**src/autoreload_timer_params.svh**
```systemverilog
// constants of the auto-reload timer capture and output block
`ifndef AUTORELOAD_TIMER_PARAMS_SVH
`define AUTORELOAD_TIMER_PARAMS_SVH

// ----------------------------------------------------------------
// register byte offsets
// ----------------------------------------------------------------
`define OFS_CTRL 8'h00
`define OFS_INT_EN 8'h04
`define OFS_STATUS 8'h08
`define OFS_COMPARE 8'h0c
`define OFS_MASK 8'h10
`define OFS_RELOAD_CAPTURE 8'h14
`define OFS_CAPTURE 8'h18
`define OFS_COUNTER 8'h1c

// ----------------------------------------------------------------
// control register fields
// ----------------------------------------------------------------
`define CTRL_RUN 0
`define CTRL_RELOAD_EN 1
`define CTRL_SEL_LO 2
`define CTRL_SEL_HI 3
`define CTRL_OVF_MODE 4
`define CTRL_PWM_EN 5
`define CTRL_PWM_MODE 6
`define CTRL_PWM_POL 7
`define CTRL_EDGE_A 8
`define CTRL_EDGE_B 9
`define CTRL_WIDTH 10

// ----------------------------------------------------------------
// status and interrupt enable fields
// ----------------------------------------------------------------
`define ST_A_FLAG 0
`define ST_A_ERR 1
`define ST_B_FLAG 2
`define ST_B_ERR 3
`define ST_OVF_FLAG 4
`define ST_CMP_FLAG 5
`define ST_ZERO_FLAG 6
`define ST_WIDTH 7

// ----------------------------------------------------------------
// reset and reload values
// ----------------------------------------------------------------
`define RST_CTRL 10'h000
`define RST_INT_EN 7'h00
`define RST_WORD 16'h0000
`define RST_MASK 16'hffff
`define FREE_RUN_RELOAD 16'hffff

`endif

```
**src/autoreload_timer_pkg.sv**
```systemverilog
// types shared by the auto-reload timer capture and output block
package autoreload_timer_pkg;

    // reload source codes, {hi, lo}
    typedef enum logic [1:0] {
        sel_software = 2'b00,
        sel_event_a = 2'b01,
        sel_event_b = 2'b10,
        sel_off = 2'b11
    } reload_sel_t;

endpackage

```
**src/autoreload_timer_capture.sv**
```systemverilog
// auto-reload down-counter with capture, restart and wave outputs
//
// The APB interface to the registers and the register offsets were chosen for this implementation.
`timescale 1ns/1ps
`include "autoreload_timer_params.svh"
module autoreload_timer_capture (
    input wire logic pclk,
    input wire logic presetn,
    input wire logic psel,
    input wire logic penable,
    input wire logic pwrite,
    input wire logic [7:0] paddr,
    input wire logic [31:0] pwdata,
    output logic [31:0] prdata,
    output logic pready,
    output logic pslverr,
    input wire logic count_tick,
    input wire logic event_in_a,
    input wire logic event_in_b,
    output logic pwm_out,
    output logic overflow_out,
    output logic irq,
    output logic [15:0] counter_value
);
    // ------------------------------------------------------------
    // declarations
    // ------------------------------------------------------------
    logic [`CTRL_WIDTH-1:0] ctrl_q;
    logic [`ST_WIDTH-1:0] int_en_q;
    logic [`ST_WIDTH-1:0] status_q;
    logic [`ST_WIDTH-1:0] status_d;
    logic [15:0] compare_reg;
    logic [15:0] mask_q;
    logic [15:0] reload_capture_reg;
    logic [15:0] capture_reg;
    logic [15:0] count_d;
    logic counting_q;
    logic counting_d;
    logic run_prev_q;
    logic upd_q;
    logic upd_d;
    logic edge_a;
    logic edge_b;
    logic setup_ph;
    logic wr_acc;
    logic mapped;
    logic [31:0] rdata_d;
    logic run_enable;
    logic reload_en;
    autoreload_timer_pkg::reload_sel_t sel;
    logic run_rise;
    logic mode_a;
    logic mode_b;
    logic mode_sw;
    logic a_reload;
    logic b_reload;
    logic a_cap;
    logic b_cap;
    logic a_err_set;
    logic b_err_set;
    logic ovf_ev;
    logic zero_ev;
    logic cmp_ev;
    logic [`ST_WIDTH-1:0] set_vec;
    logic [`ST_WIDTH-1:0] clr_vec;

    // ------------------------------------------------------------
    // helpers
    // ------------------------------------------------------------

    // masked equality used for both compare paths
    function automatic logic masked_eq(input logic [15:0] a,
            input logic [15:0] b, input logic [15:0] m);
        masked_eq = ((a & m) == (b & m));
    endfunction

    // ------------------------------------------------------------
    // control decode
    // ------------------------------------------------------------

    // mode fields from the control register
    assign run_enable = ctrl_q[`CTRL_RUN];
    assign reload_en = ctrl_q[`CTRL_RELOAD_EN];
    assign sel = autoreload_timer_pkg::reload_sel_t'(
        {ctrl_q[`CTRL_SEL_HI], ctrl_q[`CTRL_SEL_LO]});
    assign run_rise = run_enable & ~run_prev_q;
    assign mode_a = reload_en & (sel == autoreload_timer_pkg::sel_event_a);
    assign mode_b = reload_en & (sel == autoreload_timer_pkg::sel_event_b);
    assign mode_sw = reload_en & ((sel == autoreload_timer_pkg::sel_software)
        | (sel == autoreload_timer_pkg::sel_off));

    // ------------------------------------------------------------
    // event inputs
    // ------------------------------------------------------------

    // pin a synchroniser, gated by run_enable
    event_edge_sync sync_a (
        .pclk(pclk),
        .presetn(presetn),
        .enable(run_enable),
        .pin(event_in_a),
        .rising_sel(ctrl_q[`CTRL_EDGE_A]),
        .edge_pulse(edge_a)
    );

    // pin b synchroniser, gated by run_enable
    event_edge_sync sync_b (
        .pclk(pclk),
        .presetn(presetn),
        .enable(run_enable),
        .pin(event_in_b),
        .rising_sel(ctrl_q[`CTRL_EDGE_B]),
        .edge_pulse(edge_b)
    );

    // ------------------------------------------------------------
    // event actions
    // ------------------------------------------------------------

    // reloads from event pins in restart modes
    assign a_reload = edge_a & mode_a;
    assign b_reload = edge_b & mode_b;

    // a captures only in free run with both a flags clear
    assign a_cap = edge_a & ~reload_en & ~status_q[`ST_A_FLAG]
        & ~status_q[`ST_A_ERR];

    // b captures whenever both b flags are clear
    assign b_cap = edge_b & ~status_q[`ST_B_FLAG]
        & ~status_q[`ST_B_ERR];

    // repeat edge while flag still set raises the error
    assign a_err_set = edge_a & status_q[`ST_A_FLAG];
    assign b_err_set = edge_b & status_q[`ST_B_FLAG];

    // ------------------------------------------------------------
    // counter
    // ------------------------------------------------------------

    // zero overflow on a tick while counting
    assign ovf_ev = counting_q & count_tick & (counter_value == `RST_WORD);

    // start flag: run set starts free run and software restart
    assign counting_d = !run_enable ? 1'b0 :
        (run_rise & (~reload_en | mode_sw)) | a_reload | b_reload
        | counting_q;

    // next count; event reload uses old count for capture first
    assign count_d = !run_enable ? `RST_WORD :
        (a_reload | b_reload) ? reload_capture_reg :
        (run_rise & mode_sw) ? reload_capture_reg :
        ovf_ev ? (reload_en ? reload_capture_reg
            : `FREE_RUN_RELOAD) :
        (counting_q & count_tick) ? counter_value - 16'h0001 :
        counter_value;

    // marks a cycle whose count is newly loaded or decremented
    assign upd_d = run_enable & (count_d != counter_value
        | ovf_ev | a_reload | b_reload);

    // counter state
    always_ff @(posedge pclk or negedge presetn) begin
        if (!presetn) begin
            counter_value <= `RST_WORD;
            counting_q <= 1'b0;
            run_prev_q <= 1'b0;
            upd_q <= 1'b0;
        end else begin
            counter_value <= count_d;
            counting_q <= counting_d;
            run_prev_q <= run_enable;
            upd_q <= upd_d;
        end
    end

    // ------------------------------------------------------------
    // masked compare events
    // ------------------------------------------------------------

    // one event each time a fresh count matches
    assign zero_ev = upd_q & masked_eq(counter_value, `RST_WORD, mask_q);
    assign cmp_ev = upd_q & masked_eq(counter_value, compare_reg, mask_q);

    // ------------------------------------------------------------
    // capture registers
    // ------------------------------------------------------------

    // captures take the count before any same-cycle reload
    always_ff @(posedge pclk or negedge presetn) begin
        if (!presetn) begin
            capture_reg <= `RST_WORD;
        end else if (b_cap) begin
            capture_reg <= counter_value;
        end
    end

    // reload value written by software only while reload enabled
    always_ff @(posedge pclk or negedge presetn) begin
        if (!presetn) begin
            reload_capture_reg <= `RST_WORD;
        end else if (a_cap) begin
            reload_capture_reg <= counter_value;
        end else if (wr_acc & reload_en
                & paddr == `OFS_RELOAD_CAPTURE) begin
            reload_capture_reg <= pwdata[15:0];
        end
    end

    // ------------------------------------------------------------
    // status flags
    // ------------------------------------------------------------

    // hardware sets; a b edge in a-restart mode still only flags b
    assign set_vec[`ST_A_FLAG] = edge_a & (mode_a | ~status_q[`ST_A_ERR]);
    assign set_vec[`ST_A_ERR] = a_err_set;
    assign set_vec[`ST_B_FLAG] = b_cap;
    assign set_vec[`ST_B_ERR] = b_err_set;
    assign set_vec[`ST_OVF_FLAG] = ovf_ev;
    assign set_vec[`ST_CMP_FLAG] = cmp_ev;
    assign set_vec[`ST_ZERO_FLAG] = zero_ev;

    // write one to clear; a set in the same cycle wins
    assign clr_vec = (wr_acc & paddr == `OFS_STATUS)
        ? pwdata[`ST_WIDTH-1:0] : {`ST_WIDTH{1'b0}};
    assign status_d = set_vec | (status_q & ~clr_vec);

    // flag register
    always_ff @(posedge pclk or negedge presetn) begin
        if (!presetn) begin
            status_q <= {`ST_WIDTH{1'b0}};
        end else begin
            status_q <= status_d;
        end
    end

    // ------------------------------------------------------------
    // interrupt
    // ------------------------------------------------------------

    // registered OR of enabled flags
    always_ff @(posedge pclk or negedge presetn) begin
        if (!presetn) begin
            irq <= 1'b0;
        end else begin
            irq <= |(status_q & int_en_q);
        end
    end

    // ------------------------------------------------------------
    // waveform outputs
    // ------------------------------------------------------------

    // pwm and overflow pins; unaffected by captures
    timer_wave_out wave (
        .pclk(pclk),
        .presetn(presetn),
        .zero_ev(zero_ev),
        .cmp_ev(cmp_ev),
        .ovf_ev(ovf_ev),
        .ovf_flag(status_q[`ST_OVF_FLAG]),
        .pwm_en(ctrl_q[`CTRL_PWM_EN]),
        .pwm_toggle(ctrl_q[`CTRL_PWM_MODE]),
        .pwm_pol(ctrl_q[`CTRL_PWM_POL]),
        .ovf_toggle(ctrl_q[`CTRL_OVF_MODE]),
        .pwm_out(pwm_out),
        .overflow_out(overflow_out)
    );

    // ------------------------------------------------------------
    // apb slave
    // ------------------------------------------------------------

    // setup phase prepares the answer; access phase completes it
    assign setup_ph = psel & ~penable;
    assign wr_acc = psel & penable & pready & pwrite & ~pslverr;
    assign mapped = (paddr[1:0] == 2'b00) & (paddr <= `OFS_COUNTER);

    // read mux
    assign rdata_d =
        (paddr == `OFS_CTRL) ? {22'h000000, ctrl_q} :
        (paddr == `OFS_INT_EN) ? {25'h0000000, int_en_q} :
        (paddr == `OFS_STATUS) ? {25'h0000000, status_q} :
        (paddr == `OFS_COMPARE) ? {16'h0000, compare_reg} :
        (paddr == `OFS_MASK) ? {16'h0000, mask_q} :
        (paddr == `OFS_RELOAD_CAPTURE) ? {16'h0000, reload_capture_reg} :
        (paddr == `OFS_CAPTURE) ? {16'h0000, capture_reg} :
        (paddr == `OFS_COUNTER) ? {16'h0000, counter_value} :
        32'h00000000;

    // answer registers: ready and data one cycle after setup
    always_ff @(posedge pclk or negedge presetn) begin
        if (!presetn) begin
            pready <= 1'b0;
            pslverr <= 1'b0;
            prdata <= 32'h00000000;
        end else begin
            pready <= setup_ph;
            pslverr <= setup_ph & ~mapped;
            prdata <= (setup_ph & ~pwrite) ? rdata_d : 32'h00000000;
        end
    end

    // software-written control registers
    always_ff @(posedge pclk or negedge presetn) begin
        if (!presetn) begin
            ctrl_q <= `RST_CTRL;
            int_en_q <= `RST_INT_EN;
            compare_reg <= `RST_WORD;
            mask_q <= `RST_MASK;
        end else if (wr_acc) begin
            if (paddr == `OFS_CTRL) begin
                ctrl_q <= pwdata[`CTRL_WIDTH-1:0];
            end
            if (paddr == `OFS_INT_EN) begin
                int_en_q <= pwdata[`ST_WIDTH-1:0];
            end
            if (paddr == `OFS_COMPARE) begin
                compare_reg <= pwdata[15:0];
            end
            if (paddr == `OFS_MASK) begin
                mask_q <= pwdata[15:0];
            end
        end
    end
endmodule

```
**src/event_edge_sync.sv**
```systemverilog
// three-stage synchroniser and polarity edge detector for one event pin
`timescale 1ns/1ps
module event_edge_sync (
    input wire logic pclk,
    input wire logic presetn,
    input wire logic enable,
    input wire logic pin,
    input wire logic rising_sel,
    output logic edge_pulse
);
    logic s1_q;
    logic s2_q;
    logic s3_q;
    logic lvl_q;
    logic lvl_d;
    logic hit;

    // level only moves when the second and third stages agree
    assign lvl_d = (s2_q == s3_q) ? s3_q : lvl_q;
    // rising when select is 1, falling when 0
    assign hit = enable & (lvl_d != lvl_q) & (lvl_d == rising_sel);

    // synchroniser chain, filtered level and single pulse per edge
    always_ff @(posedge pclk or negedge presetn) begin
        if (!presetn) begin
            s1_q <= 1'b0;
            s2_q <= 1'b0;
            s3_q <= 1'b0;
            lvl_q <= 1'b0;
            edge_pulse <= 1'b0;
        end else begin
            s1_q <= pin;
            s2_q <= s1_q;
            s3_q <= s2_q;
            lvl_q <= lvl_d;
            edge_pulse <= hit;
        end
    end
endmodule

```
**src/timer_wave_out.sv**
```systemverilog
// pwm and overflow output waveform generator
`timescale 1ns/1ps
module timer_wave_out (
    input wire logic pclk,
    input wire logic presetn,
    input wire logic zero_ev,
    input wire logic cmp_ev,
    input wire logic ovf_ev,
    input wire logic ovf_flag,
    input wire logic pwm_en,
    input wire logic pwm_toggle,
    input wire logic pwm_pol,
    input wire logic ovf_toggle,
    output logic pwm_out,
    output logic overflow_out
);
    logic pwm_d;
    logic ovf_d;

    // pwm: idle level, set/reset from zero and compare, or toggle
    assign pwm_d = !pwm_en ? pwm_pol :
        pwm_toggle ? (cmp_ev ? ~pwm_out : pwm_out) :
        zero_ev ? pwm_pol :
        cmp_ev ? ~pwm_pol : pwm_out;

    // overflow: set until flag cleared, or toggle on each overflow
    assign ovf_d = ovf_toggle ? (overflow_out ^ ovf_ev) :
        (ovf_ev | (overflow_out & ovf_flag));

    // output registers
    always_ff @(posedge pclk or negedge presetn) begin
        if (!presetn) begin
            pwm_out <= 1'b0;
            overflow_out <= 1'b0;
        end else begin
            pwm_out <= pwm_d;
            overflow_out <= ovf_d;
        end
    end
endmodule

```
**config.mk**
```make
export PLATFORM = sky130hd
export DESIGN_NAME = autoreload_timer_capture
export DESIGN_NICKNAME = d
export VERILOG_FILES = /design/src/autoreload_timer_pkg.sv /design/src/autoreload_timer_capture.sv /design/src/event_edge_sync.sv /design/src/timer_wave_out.sv
export VERILOG_INCLUDE_DIRS = /design/src
export SDC_FILE = /design/constraint.sdc
export NUM_CORES = 1
export LEC_CHECK = 0
export BUFFER_PORTS_ARGS = -buffer_cell sky130_fd_sc_hd__clkbuf_2
export CAP_MARGIN = 10
export CORE_UTILIZATION = 55
export CTS_BUF_LIST = sky130_fd_sc_hd__clkbuf_16
export DETAILED_ROUTE_END_ITERATION = 7
export PLACE_DENSITY = 0.88
export SLEW_MARGIN = 20
export SYNTH_ARGS = -nofsm -noshare
export SYNTH_HDL_FRONTEND = slang
export SYNTH_SLANG_ARGS = --single-unit
export TNS_END_PERCENT = 50
```
**constraint.sdc**
```tcl
create_clock -name pclk -period 3.3 [get_ports pclk]
set_input_delay 0.33 -clock pclk [delete_from_list [all_inputs] [get_ports pclk]]
set_output_delay 0.33 -clock pclk [all_outputs]
set_load 0.02 [all_outputs]
```
Word-level counts from Yosys, hierarchy flattened
Index checks and enable logic that the tools add are counted.
{"block": "op_classes", "reduce_logical": 12, "magnitude_cmp": 1, "bitwise": 67, "add_sub_neg": 1, "muxes": 27, "eq_ne": 20}
{"operator": "$mux W16", "n": 17}
{"operator": "$and A1 B1 Y1", "n": 37}
{"operator": "$and A16 B16 Y16", "n": 2}
{"operator": "$eq A8 B5 Y1 const B", "n": 4}
{"operator": "$logic_not A16 Y1", "n": 2}
{"operator": "$eq A16 B16 Y1", "n": 1}
{"operator": "$eq A8 B4 Y1 const B", "n": 2}
{"operator": "$ne A16 B16 Y1", "n": 1}
{"operator": "$sub A16 B1 Y16 const B", "n": 1}
{"operator": "$and A7 B7 Y7", "n": 2}
{"operator": "$not A1 Y1", "n": 12}
{"operator": "$or A1 B1 Y1", "n": 11}
{"operator": "$reduce_and A2 Y1", "n": 5}
{"operator": "$mux W1", "n": 9}
{"operator": "$eq A8 B3 Y1 const B", "n": 1}
{"operator": "$le A8 B5 Y1 const B", "n": 1}
{"operator": "$logic_not A8 Y1", "n": 1}
{"operator": "$mux W7", "n": 1}
{"operator": "$not A7 Y7", "n": 1}
{"operator": "$or A7 B7 Y7", "n": 1}
{"operator": "$reduce_or A7 Y1", "n": 1}
{"operator": "$eq A1 B1 Y1", "n": 4}
{"operator": "$eq A2 B2 Y1 const B", "n": 2}
{"operator": "$logic_not A2 Y1", "n": 2}
{"operator": "6 further kinds", "n": 7}
{"block": "word_totals", "output_inout_bits": 53, "in_bits": 48, "elab_cells": 155, "ff_bits": 138}

Logic depth before layout (Yosys ltp)
Gate-level depths: netlist of run 1.
{"block": "logic_depth", "ltp_word": 12, "ltp_mapped": 11, "mapped_depth_nobuf": 10}

Hierarchy
Synthesis of run 1 repeated with hierarchy kept, for this count alone.
{"block": "hier_totals", "hier_cells": 690, "area_unflattened_um2": 7576.0}
{"mod": "autoreload_timer_capture", "area_each_um2": 7134.3, "cells_each": 658, "seq_area_each_um2": 3173.0, "n_inst": 1}
{"mod": "event_edge_sync", "area_each_um2": 161.4, "cells_each": 9, "seq_area_each_um2": 125.1, "n_inst": 2}
{"mod": "timer_wave_out", "area_each_um2": 118.9, "cells_each": 14, "seq_area_each_um2": 50.0, "n_inst": 1}

Worst setup path after synthesis of run 1
OpenSTA, ideal clock, no wires.
{"block": "synth_path", "kind": "register -> register", "from": "register counter_value[0]", "to": "register upd_q", "path_stages_with_launch": 12, "setup_ps": 129, "synth_period_minus_slack_ps": 2670, "arrival_time_ps": 2540, "required_ps": 3171, "path_slack_ps": 630, "path_cell_list": "dfrtp_1 clkbuf_1 inv_1 ha_1 nand3b_2 o21a_1 buf_6 clkbuf_1 o2111ai_1 nor4_1 nand4_1 o41a_1"}
{"block": "synth_between", "elab_chain_len": 11}
{"element": "from (decl)", "line": "autoreload_timer_capture.sv:23", "rtl": "output logic [15:0] counter_value"}
{"element": "from (signal assigned)", "line": "autoreload_timer_capture.sv:164", "rtl": "counter_value <= `RST_WORD;"}
{"element": "from (signal assigned)", "line": "autoreload_timer_capture.sv:169", "rtl": "counter_value <= count_d;"}
{"element": "$sub A16 B1 Y16 / $logic_not A16 Y1 (equally long branches)"}
{"element": "$mux W16 / $and A1 B1 Y1 (equally long branches)", "line": "autoreload_timer_capture.sv:154, autoreload_timer_capture.sv:141"}
{"element": "$mux W16", "line": "autoreload_timer_capture.sv:152", "rtl": "ovf_ev ? (reload_en ? reload_capture_reg"}
{"element": "$mux W16", "line": "autoreload_timer_capture.sv:151", "rtl": "(run_rise & mode_sw) ? reload_capture_reg :"}
{"element": "$mux W16", "line": "autoreload_timer_capture.sv:150", "rtl": "(a_reload | b_reload) ? reload_capture_reg :"}
{"element": "$mux W16", "line": "autoreload_timer_capture.sv:149", "rtl": "assign count_d = !run_enable ? `RST_WORD :"}
{"element": "$ne A16 B16 Y1", "line": "autoreload_timer_capture.sv:158", "rtl": "assign upd_d = run_enable & (count_d != counter_value"}
{"element": "$or A1 B1 Y1 * (3 in series)", "line": "autoreload_timer_capture.sv:159", "rtl": "| ovf_ev | a_reload | b_reload);"}
{"element": "$and A1 B1 Y1 *", "line": "autoreload_timer_capture.sv:158"}
{"element": "via upd_d", "line": "autoreload_timer_capture.sv:41", "rtl": "logic upd_d;"}
{"element": "to (signal assigned)", "line": "autoreload_timer_capture.sv:172", "rtl": "upd_q <= upd_d;"}
{"element": "to (decl)", "line": "autoreload_timer_capture.sv:40", "rtl": "logic upd_q;"}
Mark *: on every way through the listed nets, which the timed path passes. The rest lies on a longest branch.
A chain may end at the register's enable or synchronous reset.

Worst setup path after layout of run 1
{"block": "layout_path", "from": "register ctrl_q[2]", "to": "register upd_q"}
{"block": "layout_between", "elab_chain_len": 12}
{"element": "from (decl)", "line": "autoreload_timer_capture.sv:28", "rtl": "logic [`CTRL_WIDTH-1:0] ctrl_q;"}
{"element": "from (signal assigned)", "line": "autoreload_timer_capture.sv:306", "rtl": "ctrl_q <= `RST_CTRL;"}
{"element": "from (signal assigned)", "line": "autoreload_timer_capture.sv:312", "rtl": "ctrl_q <= pwdata[`CTRL_WIDTH-1:0];"}
{"element": "$eq A2 B2 Y1 / $logic_not A2 Y1 (equally long branches)", "line": "autoreload_timer_capture.sv:90, autoreload_timer_capture.sv:89"}
{"element": "$or A1 B1 Y1", "line": "autoreload_timer_capture.sv:90", "rtl": "| (sel == autoreload_timer_pkg::sel_off));"}
{"element": "$and A1 B1 Y1", "line": "autoreload_timer_capture.sv:89", "rtl": "assign mode_sw = reload_en & ((sel == autoreload_timer_pkg::sel_software)"}
{"element": "$and A1 B1 Y1", "line": "autoreload_timer_capture.sv:151"}
{"element": "$mux W16", "line": "autoreload_timer_capture.sv:151"}
{"element": "$mux W16 *", "line": "autoreload_timer_capture.sv:150"}
{"element": "$mux W16 *", "line": "autoreload_timer_capture.sv:149"}
{"element": "via count_d[1]", "line": "autoreload_timer_capture.sv:36", "rtl": "logic [15:0] count_d;"}
{"element": "$ne A16 B16 Y1 *", "line": "autoreload_timer_capture.sv:158"}
{"element": "$or A1 B1 Y1 * (3 in series)", "line": "autoreload_timer_capture.sv:159"}
{"element": "$and A1 B1 Y1 *", "line": "autoreload_timer_capture.sv:158"}
{"element": "via upd_d", "line": "autoreload_timer_capture.sv:41"}
Marks and branches as above.

==> impl_metrics.py, run 1 <==
metrics = {
    "status": {
        "status": "finished with violations",
        "violations": "DRC",
    },
    "finish": {
        "multi_input_area_mm2": 0.003566,
        "drive_above_1_share_pct": 26.20,
        "nFillCells": 902,
        "layout_common_cells": "122 x dfrtp_1, 67 x clkbuf_2, 65 x nor2_1",
        "n_antenna_cell": 0,
        "final_core_util_pct": 66.73,
        "final_nets": 787,
        "area_delta_synth_final_pct": 16.42,
        "regArea_mm2": 0.003473,
        "final_common_cell": "dfrtp_1",
    },
    "sta": {
        "layout_min_cycle_time_ps": 3054,
        "fin_tns_setup_ps": 0,
        "worst_slew_pin_slew_ps": 873.9,
        "drv_slew": 0,
        "max_freq_ghz": 0.3275,
        "finClkSkew_ps": 10.39,
        "setup_viol": 0,
        "period_share_pct": 92.54,
        "maxSlewHeadroom_pct": 41.60,
        "hold_viol": 0,
        "rsz0062_at_grt": "no",
        "finalWorstSetupSlack_ps": 246.2,
    },
    "clock_tree": {
        "cts_max_path_buffers": 2,
        "clk_pin_slew_ps": 60,
        "h-tree-depth": 4,
        "clkLatencyLatePin_ps": 440,
        "cts.sinks": 138,
        "cts_tree": "yes",
        "cts_root_buf": "clkbuf_16",
        "numCtsBuffers": 17,
    },
    "drt": {
        "routedWlPerCell_um": 23.89,
        "drtPass1Iterations": 8,
        "wl_met1_um": 8245,
        "highest-signal-layer": "met4",
        "drt-total-wl_um": 21980,
        "met3WireLength_um": 2240,
        "drcViolationCount": 2,
        "via_per_inst": 6.646,
        "vias": 6114,
        "wl_met2_um": 10250,
        "drtAntennaViolNets": 0,
        "drt_iter0_markers": 918,
    },
    "worst_setup_path": {
        "timing.critical_path.from": "ctrl_q[2]",
        "r2r_end": "upd_q",
        "cp.required_ps": 3620,
        "path_max_fanout": 14,
        "critical_path_arrival_ps": 3370,
        "r2r_cells": 10,
        "startpoint_type": "flip-flop",
        "reg2reg_from": "ctrl_q[2]",
        "r2r_setup_slack_ps": 250,
        "setup.worst_path.end": "upd_q",
        "critical_path_class": "flip-flop to flip-flop",
        "end_kind": "flip-flop",
    },
    "synth": {
        "synthTopCellsByArea": "dfrtp_1 42%, mux2_1 6.6%, dfstp_2 5.7%",
        "synthDistinctLibCells": 74,
        "syn_inst": 659,
        "syn_avg_cell_area_um2": 11.11,
        "synth_xor_area_share_pct": 4.307,
        "synth_seq_cells": 138,
        "ys.flop_type": "dfrtp_1",
        "synth_compound_area_share_pct": 13.37,
        "ys_seq_area_share_pct": 47.44,
        "synthMuxAreaShare_pct": 18.10,
        "synth_top_area_share_pct": 41.70,
        "synthAdderAreaFrac_pct": 0.9571,
        "synth-edff-count": 0,
        "synth_top_cell_by_area": "dfrtp_1",
        "synth_area_mm2": 0.007321,
        "synth-simple-area-share_pct": 10.90,
        "synth_top_family_by_area": "multiplexers",
        "synth-warning-count": 0,
        "async_flop_share_pct": 100.0,
    },
    "floorplanning": {
        "rows": 41,
        "core_mm2": 0.01277,
        "die_area_mm2": 0.01378,
        "die_width_um": 117.4,
        "start_util_pct": 57.31,
        "pin_count": 101,
        "chipHeight_um": 117.4,
    },
    "worst_hold_path": {
        "whs_path_depth": 2,
        "hp-class": "input pin to flip-flop",
    },
    "place": {
        "routabilityCongestion": 0.9323,
        "dpl.hpwl_um": 14250,
        "pre_cts_slack_ps": 207.3,
        "numPortBuffers": 68,
    },
    "global_routing": {
        "grt_pass1_vias": 6215,
        "grt.total_usage_pct": 33.35,
        "antenna_found_initial": 0,
        "grt_first_pass_wirelength_um": 34530,
        "grt_max_degree": 87,
        "grt-ovfl-total": 0,
    },
    "power_and_ir_drop": {
        "ir_drop_v": 0.0003593,
        "leakage_nw": 4.077,
        "powerDensity_mw_per_mm2": 446.1,
    },
    "run": {
        "drv_cap": 0,
    },
}
-- cell families after synthesis --
group	Yosys count
flops	138
simple gates	163
xor+xnor	36
other cells	1
mux	103
buf+inv	74
fa+ha+maj	6
compound gates	138
-- layout make-up --
class	count	share of cell area [%]
Sequential cell	138	40.75
Inverter	12	0.5285
Clock buffer	17	4.991
Clock inverter	15	1.894
Tap cell	172	2.525
Multi-Input combinational cell	462	41.84
Timing Repair Buffer	104	7.472
-- layer usage --
metal / GRT usage (%) / vias to the layer above
met5: 0 / -
met3: 9.144 / 95
li1: - / 2547
met4: 21.19 / 0
met2: 51.11 / 462
met1: 41.79 / 3010
-- power breakdown --
part	internal, mW	switching (mW)
registers	1.71	0.0128
logic	0.0476	0.112
clock network	1.17	0.751
-- worst min-delay path by stage --
stage | startpoint | endpoint | slack, ps
after CTS | penable | pready | 90
final | penable | pready | 100
after global routing | penable | pready | 130
after detailed placement | sync_b.s1_q | sync_b.s2_q | 340
after global placement | sync_b.s1_q | sync_b.s2_q | 330
after floorplan | presetn | capture_reg[0] | 30
-- per-stage QoR --
stage          hold slack [ps]  area [µm²]  power, mW  cells
2_1_floorplan            34.41        7377      1.828    674
3_3_place_gp             333.9        7905      1.895    885
3_5_place_dp             342.8        7905      1.901    885
4_1_cts                  92.55        8522      3.793    920
5_1_grt                  127.3        8523      3.899    920
6_report                 103.8        8523      3.802    920
-- worst max-delay path, cell delays in order, from the launching register on --
cell	delay (ps)
dfrtp_1	380
inv_1	60
ha_1	340
nand3b_1	200
a2bb2oi_1	440
o21a_2	400
o211ai_1	150
o311a_1	170
xnor2_1	250
nand4_1	120
o41a_1	410
-- cell usage after synthesis (11+ instances only) --
cell	instances
a22oi_1	20
mux2_2	22
nor2_1	65
mux2i_1	21
mux4_2	17
clkbuf_1	31
nand2_1	40
mux2_1	43
xor2_1	25
xnor2_1	11
o21ai_0	16
a21oi_1	34
dfrtp_1	122
dfstp_2	16
buf_4	17
inv_1	11
-- what timing repair did --
action | in CTS | in global routing
hold endpoints to repair | 31 | 0
hold buffers | 3 | 0
endpoints found under the setup margin | 0 | 1
setup buffers | 0 | 0
resized for setup | 0 | 1
Note: power is estimated with default switching activity, not from simulation.
==> run 2, diff against run 1 <==
HOLD_SLACK_MARGIN = 0.12   (was not set)
==> run 2 against run 1 <==
The flow now finishes without violations. Non-clock buffer count up 1. Design area rose by 0.12%. Clock-buffer cell count stayed put. First-iteration DRC count shrank 2.4%. Global-route usage unchanged. Wire length increased by 0.14%. Clock power about the same. Register-to-register slack got worse by 20 ps. Cell count rose by 0.11%. Critical path type unchanged. Largest power group unchanged.
==> impl_metrics.py, run 2 (synthesis results as in run 1) <==
metrics = {
    "sta": {
        "finClkSkew_ps": 11.21,
        "max_freq_ghz": 0.3256,
        "maxSlewHeadroom_pct": 41.38,
        "drv_slew": 0,
        "setup_viol": 0,
        "rsz0062_at_grt": "no",
        "fin_tns_setup_ps": 0,
        "worst_slew_pin_slew_ps": 877.2,
        "period_share_pct": 93.06,
        "hold_viol": 0,
        "layout_min_cycle_time_ps": 3071,
    },
    "place": {
        "routabilityCongestion": 0.9323,
        "dp.cells": 885,
        "numPortBuffers": 68,
        "dpl.hpwl_um": 14250,
        "postPlaceCellArea_mm2": 0.007905,
    },
    "finish": {
        "multi_input_area_mm2": 0.003566,
        "nFillCells": 901,
        "postLayoutCellArea_mm2": 0.008533,
        "stdcell_count": 921,
        "final_nets": 788,
        "layout_common_cells": "122 x dfrtp_1, 67 x clkbuf_2, 65 x nor2_1",
        "final_common_cell": "dfrtp_1",
        "area_delta_synth_final_pct": 16.56,
        "n_antenna_cell": 0,
        "drive_above_1_share_pct": 26.17,
        "regArea_mm2": 0.003473,
    },
    "floorplanning": {
        "die_area_mm2": 0.01378,
        "pin_count": 101,
        "core_mm2": 0.01277,
        "start_util_pct": 57.31,
        "chipHeight_um": 117.4,
        "die_width_um": 117.4,
        "rows": 41,
    },
    "worst_hold_path": {
        "hp-class": "input pin to flip-flop",
    },
    "drt": {
        "met3WireLength_um": 2312,
        "drcViolationCount": 0,
        "highest-signal-layer": "met4",
        "vias": 6082,
        "via_per_inst": 6.604,
        "drt_iter0_markers": 896,
        "drt-total-wl_um": 22010,
        "wl_met2_um": 10150,
        "wl_met1_um": 8178,
        "drtPass1Iterations": 6,
        "routedWlPerCell_um": 23.89,
        "drtAntennaViolNets": 0,
    },
    "clock_tree": {
        "clkLatencyLatePin_ps": 440,
        "cts.sinks": 138,
        "h-tree-depth": 4,
        "postCtsSetupRepairBufs": 0,
        "cts_max_path_buffers": 2,
        "cts_root_buf": "clkbuf_16",
        "numCtsBuffers": 17,
        "cts_tree": "yes",
        "clk_pin_slew_ps": 60,
    },
    "global_routing": {
        "antenna_found_initial": 0,
        "grt.total_usage_pct": 33.35,
        "grt-ovfl-total": 0,
        "grt_first_pass_wirelength_um": 34530,
        "grt_max_degree": 87,
        "grt_pass1_vias": 6221,
    },
    "run": {
        "drv_cap": 0,
    },
    "worst_setup_path": {
        "end_kind": "flip-flop",
        "startpoint_type": "flip-flop",
        "path_max_fanout": 14,
        "critical_path_arrival_ps": 3390,
        "cp.required_ps": 3620,
        "critical_path_class": "flip-flop to flip-flop",
    },
    "power_and_ir_drop": {
        "powerDensity_mw_per_mm2": 445.0,
        "ir_drop_v": 0.0003614,
        "leakage_nw": 4.081,
    },
    "status": {
        "status": "finished clean",
    },
}
==> run 2: changes by cell type in the layout (fill, tap and decap cells not counted), sizes merged <==
cell         delta
dlygate4sd3     +1
==> run 2: per-stage QoR <==
step	setup slack (ps)	hold slack, ps	total power, mW	utilization, %
floorplan	630.4	34.41	1.828	-
global placement	292.9	333.9	1.895	61.89
detailed placement	207.3	342.8	1.901	61.89
CTS	199.0	148.2	3.794	66.79
global route	109.9	164.0	3.900	66.80
finish	229.1	163.1	3.798	66.80
==> run 2: critical path, cell delays in order, from the launching register on <==
cell,delay [ps]
dfrtp_1,390
inv_1,70
ha_1,340
nand3b_1,190
a2bb2oi_1,240
o21a_2,260
buf_4,200
o221ai_1,180
o311ai_0,210
nor4_1,350
nand4_1,140
o41a_1,380
==> run 2: final timing paths <==
kind | startpoint | endpoint | slack, ps | cells past startpoint
max | ctrl_q[2] | upd_q | 230 | 11
min | pwdata[13] | mask_q[13] | 160 | 2
max reg2reg | ctrl_q[2] | upd_q | 230 | 11
min reg2reg | sync_b.s1_q | sync_b.s2_q | 350 | 0
max in group asynchronous | presetn | mask_q[13] | 1920 | 3
min in group asynchronous | presetn | counter_value[3] | 510 | 2
==> run 2: what timing repair did <==
| item | 4_1_cts | 5_1_grt |
|---|---|---|
| hold buffers | 4 | 0 |
| gates resized for setup | 0 | 1 |
| endpoints found under the setup margin | 0 | 1 |
| endpoints found under the hold margin | 80 | 0 |
==> run 2: layout make-up <==
type / instances / area share, %
Timing Repair Buffer: 105 / 7.581
Sequential cell: 138 / 40.70
Clock inverter: 15 / 1.891
Clock buffer: 17 / 4.985
Inverter: 12 / 0.5279
Tap cell: 172 / 2.522
Multi-Input combinational cell: 462 / 41.79
==> run 2: metal layers <==
| layer | global-route usage (%) | vias up |
|---|---|---|
| li1 | - | 2544 |
| met1 | 41.79 | 2966 |
| met2 | 51.11 | 459 |
| met3 | 9.144 | 113 |
| met4 | 21.19 | 0 |
| met5 | 0 | - |
==> run 2: where the power goes <==
part / switching (mW) / leakage (nW) / internal, mW / total (mW)
sequential: 0.0128 / 1.84 / 1.71 / 1.72
clock: 0.745 / 0.282 / 1.17 / 1.92
combinational: 0.112 / 1.96 / 0.0484 / 0.161
